===== src/pkg/swbw_pkg.sv =====
// shared constants and types of the single-wire write master
package swbw_pkg;
   localparam int CLK_NS      = 40;
   localparam int BUF_DEPTH   = 16;
   localparam int RST_LOW_NS  = 480000;
   localparam int RST_REC_NS  = 480000;
   localparam int PRES_SMP_NS = 70000;
   localparam int SLOT_NS     = 70000;
   localparam int WR0_LOW_NS  = 60000;
   localparam int WR1_LOW_NS  = 6000;
   localparam int RD_LOW_NS   = 6000;
   localparam int RD_SMP_NS   = 12000;
   localparam int RD_MAX_NS   = 15000;

   // least times round up, longest times round down, never below one cycle
   function automatic int swbw_cyc_up(input int ns);
      swbw_cyc_up = ((ns + CLK_NS - 1) / CLK_NS < 1) ? 1 : (ns + CLK_NS - 1) / CLK_NS;
   endfunction : swbw_cyc_up
   function automatic int swbw_cyc_dn(input int ns);
      swbw_cyc_dn = (ns / CLK_NS < 1) ? 1 : ns / CLK_NS;
   endfunction : swbw_cyc_dn

   localparam int RST_LOW_CYC  = swbw_cyc_up(RST_LOW_NS);
   localparam int RST_REC_CYC  = swbw_cyc_up(RST_REC_NS);
   localparam int PRES_SMP_CYC = swbw_cyc_up(PRES_SMP_NS);
   localparam int SLOT_CYC     = swbw_cyc_up(SLOT_NS);
   localparam int WR0_LOW_CYC  = swbw_cyc_up(WR0_LOW_NS);
   localparam int WR1_LOW_CYC  = swbw_cyc_up(WR1_LOW_NS);
   localparam int RD_LOW_CYC   = swbw_cyc_up(RD_LOW_NS);
   localparam int RD_SMP_CYC   = swbw_cyc_dn(RD_SMP_NS);
   localparam int RD_MAX_CYC   = swbw_cyc_dn(RD_MAX_NS);

   localparam logic [2:0] MODE_RST_PRE  = 3'h1;
   localparam logic [2:0] MODE_RST_POST = 3'h2;
   localparam logic [2:0] MODE_BIT      = 3'h4;

   typedef enum logic [1:0] {K_RESET, K_WR0, K_WR1, K_READ} swbw_kind_t;
   typedef enum logic [2:0] {S_IDLE, S_RST_PRE, S_DATA, S_RST_POST, S_READ} swbw_state_t;
endpackage : swbw_pkg


===== src/pkg/swbw_slot_if.sv =====
// link between the sequencer and the slot timer
`timescale 1ns/100ps
interface swbw_slot_if;
   import swbw_pkg::*;
   logic       start;
   swbw_kind_t kind;
   logic       line_in;
   logic       done;
   logic       bit_val;
   logic       oe;
   modport seq  (output start, kind, line_in, input done, bit_val, oe);
   modport slot (input start, kind, line_in, output done, bit_val, oe);
endinterface : swbw_slot_if


===== src/core/swbw_slot.sv =====
// one timed slot on the line: reset with presence sample, write 0/1, or read
`timescale 1ns/100ps
module swbw_slot
   import swbw_pkg::*;
#(
   parameter int RST_LOW = RST_LOW_CYC,
   parameter int RST_REC = RST_REC_CYC
) (
   input wire logic     clk,
   input wire logic     rst_n,
   swbw_slot_if.slot    sif
);
   localparam logic [15:0] RST_LOW_L = 16'(RST_LOW);
   localparam logic [15:0] RST_END_L = 16'(RST_LOW + RST_REC);
   localparam logic [15:0] RST_SMP_L = 16'(RST_LOW + PRES_SMP_CYC);
   localparam logic [15:0] SLOT_L    = 16'(SLOT_CYC);

   logic       active;
   logic [15:0] cnt;
   swbw_kind_t kind_q;
   logic [15:0] low_len;
   logic [15:0] end_cnt;
   logic [15:0] smp_cnt;

   always_comb begin
      case (kind_q)
         K_RESET: begin
            low_len = RST_LOW_L;
            end_cnt = RST_END_L;
            smp_cnt = RST_SMP_L;
         end
         K_WR0: begin
            low_len = 16'(WR0_LOW_CYC);
            end_cnt = SLOT_L;
            smp_cnt = SLOT_L;
         end
         K_WR1: begin
            low_len = 16'(WR1_LOW_CYC);
            end_cnt = SLOT_L;
            smp_cnt = SLOT_L;
         end
         default: begin
            low_len = 16'(RD_LOW_CYC);
            end_cnt = SLOT_L;
            smp_cnt = 16'(RD_SMP_CYC);
         end
      endcase
   end

   always_ff @(posedge clk or negedge rst_n) begin
      if (!rst_n) begin
         active <= 1'b0;
         cnt    <= 16'h0000;
         kind_q <= K_RESET;
      end else if (!active) begin
         if (sif.start) begin
            active <= 1'b1;
            kind_q <= sif.kind;
            cnt    <= 16'h0000;
         end
      end else begin
         cnt <= cnt + 16'h0001;
         if (cnt == end_cnt - 16'h0001) begin
            active <= 1'b0;
         end
      end
   end

   // pull low for the slot's low phase, then let the pull-up take the line
   always_ff @(posedge clk or negedge rst_n) begin
      if (!rst_n) begin
         sif.oe <= 1'b0;
      end else if (!active && sif.start) begin
         sif.oe <= 1'b1;
      end else if (active && cnt == low_len - 16'h0001) begin
         sif.oe <= 1'b0;
      end
   end

   // reset slot: bit_val means a slave pulled low; read slot: the line level
   always_ff @(posedge clk or negedge rst_n) begin
      if (!rst_n) begin
         sif.bit_val <= 1'b0;
         sif.done    <= 1'b0;
      end else begin
         sif.done <= active && cnt == end_cnt - 16'h0001;
         if (active && cnt == smp_cnt) begin
            sif.bit_val <= (kind_q == K_RESET) ? !sif.line_in : sif.line_in;
         end
      end
   end
endmodule : swbw_slot


===== src/core/swbw_master.sv =====
// single-wire bus write master: mode sequencing, buffer and presence check
// Function
// - accept a 3-bit mode 0..7 selecting reset placement and byte or bit transfer
// - modes 0..3 move bytes; no reset, reset before, after, or both
// - modes 4..7 use the same reset placement but move one bit per item
// - in bit mode only bit 0 of each buffer item is sent
// - a reset before data without presence abandons the transfer; a missing presence at either reset flags the absent slave
// - reset-before-data drives reset, samples presence, then sends data
// - line driver toggles per slot and is released when the operation ends
// - with a count send that many leading bytes in order, clipped to the buffer depth, else the whole buffer
// - every byte goes onto the line least significant bit first
// - a read slot is a brief low pulse sampled within 15 us of its fall
`timescale 1ns/100ps
module swbw_master
   import swbw_pkg::*;
#(
   parameter int RST_LOW = RST_LOW_CYC,
   parameter int RST_REC = RST_REC_CYC
) (
   input  wire logic        clk,
   input  wire logic        rst_n,
   input  wire logic        start,
   input  wire logic [2:0]  mode,
   input  wire logic        use_count,
   input  wire logic [4:0]  count,
   input  wire logic        rd_start,
   input  wire logic        buf_we,
   input  wire logic [3:0]  buf_addr,
   input  wire logic [7:0]  buf_wdata,
   input  wire logic        line_i,
   output logic             line_o,
   output logic             line_oe,
   output logic             busy,
   output logic             done,
   output logic             absent_slave,
   output logic             rd_bit,
   output logic             rd_valid
);
   swbw_slot_if sif ();

   swbw_slot #(.RST_LOW(RST_LOW), .RST_REC(RST_REC)) u_slot (
      .clk   (clk),
      .rst_n (rst_n),
      .sif   (sif)
   );

   logic [7:0]  mem [BUF_DEPTH];
   logic        line_s1;
   logic        line_s2;
   swbw_state_t state;
   swbw_state_t next_state;
   logic [2:0]  mode_q;
   logic [4:0]  n_items;
   logic [4:0]  n_load;
   logic [4:0]  idx;
   logic [2:0]  bitn;
   logic        wait_q;
   logic        slot_ok;
   logic        last_bit;
   logic        last_item;

   function automatic swbw_state_t data_or_post(input logic [4:0] n, input logic [2:0] m);
      if (n != 5'h00) begin
         data_or_post = S_DATA;
      end else if ((m & MODE_RST_POST) != 3'h0) begin
         data_or_post = S_RST_POST;
      end else begin
         data_or_post = S_IDLE;
      end
   endfunction : data_or_post

   // pin passes two flops before the slot timer samples it
   always_ff @(posedge clk or negedge rst_n) begin
      if (!rst_n) begin
         line_s1 <= 1'b1;
         line_s2 <= 1'b1;
      end else begin
         line_s1 <= line_i;
         line_s2 <= line_s1;
      end
   end
   assign sif.line_in = line_s2;
   assign line_oe     = sif.oe;

   // output level is a constant low; only the enable ever moves
   always_ff @(posedge clk or negedge rst_n) begin
      if (!rst_n) begin
         line_o <= 1'b0;
      end else begin
         line_o <= 1'b0;
      end
   end

   always_ff @(posedge clk) begin
      if (buf_we) begin
         mem[buf_addr] <= buf_wdata;
      end
   end

   // count above the buffer depth is clipped; no count means the whole buffer
   assign n_load    = !use_count ? 5'(BUF_DEPTH) : (count > 5'(BUF_DEPTH) ? 5'(BUF_DEPTH) : count);
   assign slot_ok   = wait_q && sif.done;
   assign last_bit  = ((mode_q & MODE_BIT) != 3'h0) || bitn == 3'h7;
   assign last_item = idx + 5'h01 == n_items;

   always_comb begin
      next_state = state;
      case (state)
         S_IDLE: begin
            if (start) begin
               next_state = ((mode & MODE_RST_PRE) != 3'h0) ? S_RST_PRE : data_or_post(n_load, mode);
            end else if (rd_start) begin
               next_state = S_READ;
            end
         end
         S_RST_PRE: begin
            if (slot_ok) begin
               next_state = !sif.bit_val ? S_IDLE : data_or_post(n_items, mode_q);
            end
         end
         S_DATA: begin
            if (slot_ok && last_bit && last_item) begin
               next_state = ((mode_q & MODE_RST_POST) != 3'h0) ? S_RST_POST : S_IDLE;
            end
         end
         S_RST_POST: begin
            if (slot_ok) begin
               next_state = S_IDLE;
            end
         end
         S_READ: begin
            if (slot_ok) begin
               next_state = S_IDLE;
            end
         end
         default: next_state = S_IDLE;
      endcase
   end

   always_ff @(posedge clk or negedge rst_n) begin
      if (!rst_n) begin
         state <= S_IDLE;
         busy  <= 1'b0;
         done  <= 1'b0;
      end else begin
         state <= next_state;
         busy  <= next_state != S_IDLE;
         done  <= state != S_IDLE && state != S_READ && next_state == S_IDLE;
      end
   end

   // item and bit walk: index order, least significant bit first
   always_ff @(posedge clk or negedge rst_n) begin
      if (!rst_n) begin
         mode_q  <= 3'h0;
         n_items <= 5'h00;
         idx     <= 5'h00;
         bitn    <= 3'h0;
      end else if (state == S_IDLE && start) begin
         mode_q  <= mode;
         n_items <= n_load;
         idx     <= 5'h00;
         bitn    <= 3'h0;
      end else if (state == S_DATA && slot_ok) begin
         if (last_bit) begin
            bitn <= 3'h0;
            idx  <= idx + 5'h01;
         end else begin
            bitn <= bitn + 3'h1;
         end
      end
   end

   // one slot at a time; the next start is raised two cycles after the previous slot's done
   always_ff @(posedge clk or negedge rst_n) begin
      if (!rst_n) begin
         wait_q   <= 1'b0;
         sif.start <= 1'b0;
         sif.kind  <= K_RESET;
      end else begin
         sif.start <= 1'b0;
         if (slot_ok) begin
            wait_q <= 1'b0;
         end else if (!wait_q && state != S_IDLE) begin
            wait_q    <= 1'b1;
            sif.start <= 1'b1;
            case (state)
               S_DATA:  sif.kind <= mem[idx[3:0]][bitn] ? K_WR1 : K_WR0;
               S_READ:  sif.kind <= K_READ;
               default: sif.kind <= K_RESET;
            endcase
         end
      end
   end

   // absent flag stands until the next accepted write; a read leaves it alone
   always_ff @(posedge clk or negedge rst_n) begin
      if (!rst_n) begin
         absent_slave <= 1'b0;
         rd_bit       <= 1'b0;
         rd_valid     <= 1'b0;
      end else begin
         rd_valid <= slot_ok && state == S_READ;
         if (slot_ok && state == S_READ) begin
            rd_bit <= sif.bit_val;
         end
         if (slot_ok && (state == S_RST_PRE || state == S_RST_POST) && !sif.bit_val) begin
            absent_slave <= 1'b1;
         end else if (state == S_IDLE && start) begin
            absent_slave <= 1'b0;
         end
      end
   end
endmodule : swbw_master


===== config.mk =====
export PLATFORM = sky130hd
export DESIGN_NAME = swbw_master
export DESIGN_NICKNAME = d
export VERILOG_FILES = /design/src/pkg/swbw_pkg.sv /design/src/pkg/swbw_slot_if.sv /design/src/core/swbw_slot.sv /design/src/core/swbw_master.sv
export SDC_FILE = /design/constraint.sdc
export NUM_CORES = 1
export LEC_CHECK = 0
export BUFFER_PORTS_ARGS = -buffer_cell sky130_fd_sc_hd__clkbuf_2
export CAP_MARGIN = 20
export CORE_MARGIN = 8
export CORE_UTILIZATION = 60
export CTS_CLUSTER_DIAMETER = 120
export DETAILED_ROUTE_END_ITERATION = 10
export GPL_ROUTABILITY_DRIVEN = 0
export PLACE_DENSITY = 0.78
export SLEW_MARGIN = 10
export SYNTH_ARGS = -nofsm -noshare
export SYNTH_HDL_FRONTEND = slang
export SYNTH_HIERARCHICAL = 1
export SYNTH_SLANG_ARGS = --single-unit

===== constraint.sdc =====
create_clock -name clk -period 2.33 [get_ports clk]
set_clock_uncertainty 0.05 [all_clocks]
set_input_delay 0.5825 -clock clk [delete_from_list [all_inputs] [get_ports clk]]
set_output_delay 0.5825 -clock clk [all_outputs]
set_load 0.01 [all_outputs]

==> flow_summary_export.csv <==
group,metric,value,unit
timing,hold_viol,0,
timing,setup_viol,1,
timing,max_slew.worst_pin.slew,0.579,ns
finish,final_common_cell,"edfxtp_1",
timing,period_needed,2.38,ns
global_route,grt_antenna_before_repair,0,
outcome,violations,"negative setup slack",
clocking,insertion_delay,0.43,ns
place,dp_hpwl,10800,um
critical_path,crit_type,"register to register",
synth,ys_top_cells_by_area,"edfxtp_1 (48%), dfrtp_1 (15%), mux4_1 (5.3%)",
floorplanning,dieWidth,131,um
global_route,grt_use_total,19.1,%
finish,stdcell_count,774,
synth,synth_cells,525,
synth,synth_flop_cell,"edfxtp_1",
synth,synth_top_area_share,48.3,%
global_route,grt_max_degree,30,
critical_path,rr_startpoint,"idx[0]",
clocking,cts_hold_buf,0,
place,pre_cts_slack,0.0629,ns
clocking,cts_buffer_depth,2,
critical_path,start_kind,"register",
route,ant_nets,0,
synth,syn-num-nets,560,
clocking,cts_root_buf,"clkbuf_16",
timing,finalCritPeriodShare,102,%
floorplanning,die_area,17200,um2
critical_path,crit_path_end_kind,"register",
timing,slew_headroom,61.4,%
power,vdd_ir_drop_max,0.750,mV
route,vias_per_cell,6.35,
timing,drv_slew,0,
floorplanning,start_util,60.8,%
route,wl,17000,um
floorplanning,die-height,131,um
global_route,grt.overflow.total,0,
synth,synthArstFlopShare,28.5,%
route,drtPass1Iterations,5,
place,numPlacedInstances,737,
timing,fin_ws,-0.0452,ns
synth,synth-seq-area-share,64.3,%
route,drt-initial-drc-count,496,
route,routedWlPerCell,21.9,um
clocking,clock_sinks,179,
clocking,cts_tree,"built",
finish,final_cell_mix,"edfxtp_1 (128), nand2_1 (47), dfrtp_1 (46), nor2_1 (37), clkbuf_2 (32)",
floorplanning,fp-row-count,42,
finish,drive_above_1_share,22.7,%
critical_path,cp-startpoint,"idx[0]",
global_route,grt_first_pass_wirelength,25800,um
power,power,7.46,mW
synth,synth_cell_types,69,
finish,antennaDiodeCount,0,
synth,ys_seq_elements,179,
synth,syn-cell-area,7960,um2
critical_path,cp.required,2.59,ns
critical_path,worstPathArrival,2.64,ns
critical_path,crit_fanout,8,
outcome,status,"finished, violations left",
clocking,clkTransAtPathRegs,0.07,ns
timing,max_freq,0.421,GHz
place,numPortBuffers,32,
run,cap_viol_max_count,0,
worst_hold_path,hp-class,"primary input to asynchronous set/reset pin",
route,drcViolationCount,0,
floorplanning,io_pins,34,
clocking,htree_levels,4,
synth,yosys.area.top_type,"edfxtp_1",
global_route,grt_pass1_vias,4896,
synth,synth-edff-count,128,
power,power.leakage,3.27,nW
clocking,cts_buffers,17,
timing,finalSetupTns,-0.0452,ns
synth,yosys_warnings,6,
finish,fin_nets,620,
timing,hold_slack,0.0830,ns
power,p_per_area,826,nW/um2
floorplanning,core,13100,um2
synth,avgSynthCellArea,15.2,um2
finish,area_growth,13.4,%
route,vias,4914,
[cell type report]
type	count	area, um2
Clock inverter	14	126
Sequential cell	179	5130
Timing Repair Buffer	68	508
Tap cell	176	220
Fill cell	833	4060
Inverter	11	41.3
Clock buffer	18	429
Multi-Input combinational cell	308	2570
[worst max-delay path: stages (launching register included)]
cell	delay (ns)
dfrtp_2	0.49
buf_12	0.18
mux4_1	0.57
o221ai_1	0.30
a221o_1	0.23
nand4_1	0.18
a31o_1	0.26
[sequential cells by signal, indices dropped and copies added, names as in the netlist, 2 cells and up]
name and count:
bitn 3, state 3, u_slot/cnt 16, sif.kind 2, mode_q 2, n_items 5
idx 5, mem 128, u_slot/kind_q 2
[what timing repair did]
| item | 4_1_cts | 5_1_grt |
|---|---|---|
| hold endpoints to repair | 0 | 0 |
| resized for setup | 0 | 6 |
| buffers inserted | 0 | 2 |
| setup endpoints to repair | 0 | 3 |
[path summary, 6_finish.rpt]
check                                     end  slack (ns)  cells after the start
worst max-delay path              sif.kind[1]       -0.05                      6
worst min-delay path            u_slot/cnt[9]        0.08                      1
worst max register to register    sif.kind[1]       -0.05                      6
worst min register to register        line_s2        0.31                      0
max in group asynchronous       u_slot/cnt[4]        1.50                      2
min in group clk                      line_s1        0.19                      1
[where the power goes]
part	switching [mW]	internal [mW]	leakage, nW
Sequential	0.263	3.63	1.82
Clock	1.21	1.49	0.264
Combinational	0.496	0.374	1.19
Total	1.96	5.49	3.27
[kinds of logic (layout without fill, tap and decap cells)]
family | count (synthesis) | count (layout) | share of synthesized area [%]
other | 1 | 1 | 0.0471
buffers and inverters | 38 | 111 | 3.49
and+or+nand+nor | 166 | 166 | 10.7
DFF | 179 | 179 | 64.3
AOI/OAI and AO/OA | 67 | 67 | 6.10
xor gates and xnor gates | 19 | 19 | 2.28
muxes | 47 | 47 | 11.8
adders and majority gates | 8 | 8 | 1.26
[routing by layer]
layer	part of all wire, %	GRT usage, %	vias up	wire length (um)
li1	-	-	2163	-
met1	40	23.9	2461	6760
met2	51	31.8	249	8640
met3	6.7	4.92	41	1150
met4	2.5	6.39	0	418
met5	0	0	-	0
[cells in the mapped netlist, types with 6 or more instances]
cell and instances:
edfxtp_1 128, dfrtp_1 49, nand2_1 47, nor2_1 38, nand3_1 17, mux4_1 16, mux4_2 16, o21ai_0 14
xnor2_1 14, inv_1 11, mux2i_1 11, nand2b_1 9, nor3_1 9, clkbuf_1 8, ha_1 8, a21oi_1 7
nand4_1 7, o31ai_1 7, buf_4 6, o211ai_1 6
[stage by stage]
| step | util, % | cell area, um2 |
|---|---|---|
| 6_report | 69.0 | 9030 |
| 5_1_grt | 69.0 | 9030 |
| 4_1_cts | 68.2 | 8920 |
| 3_5_place_dp | 63.9 | 8360 |
| 3_3_place_gp | 63.9 | 8360 |
| 2_1_floorplan | - | 7960 |
No activity file was read; power rests on OpenSTA's default activity.
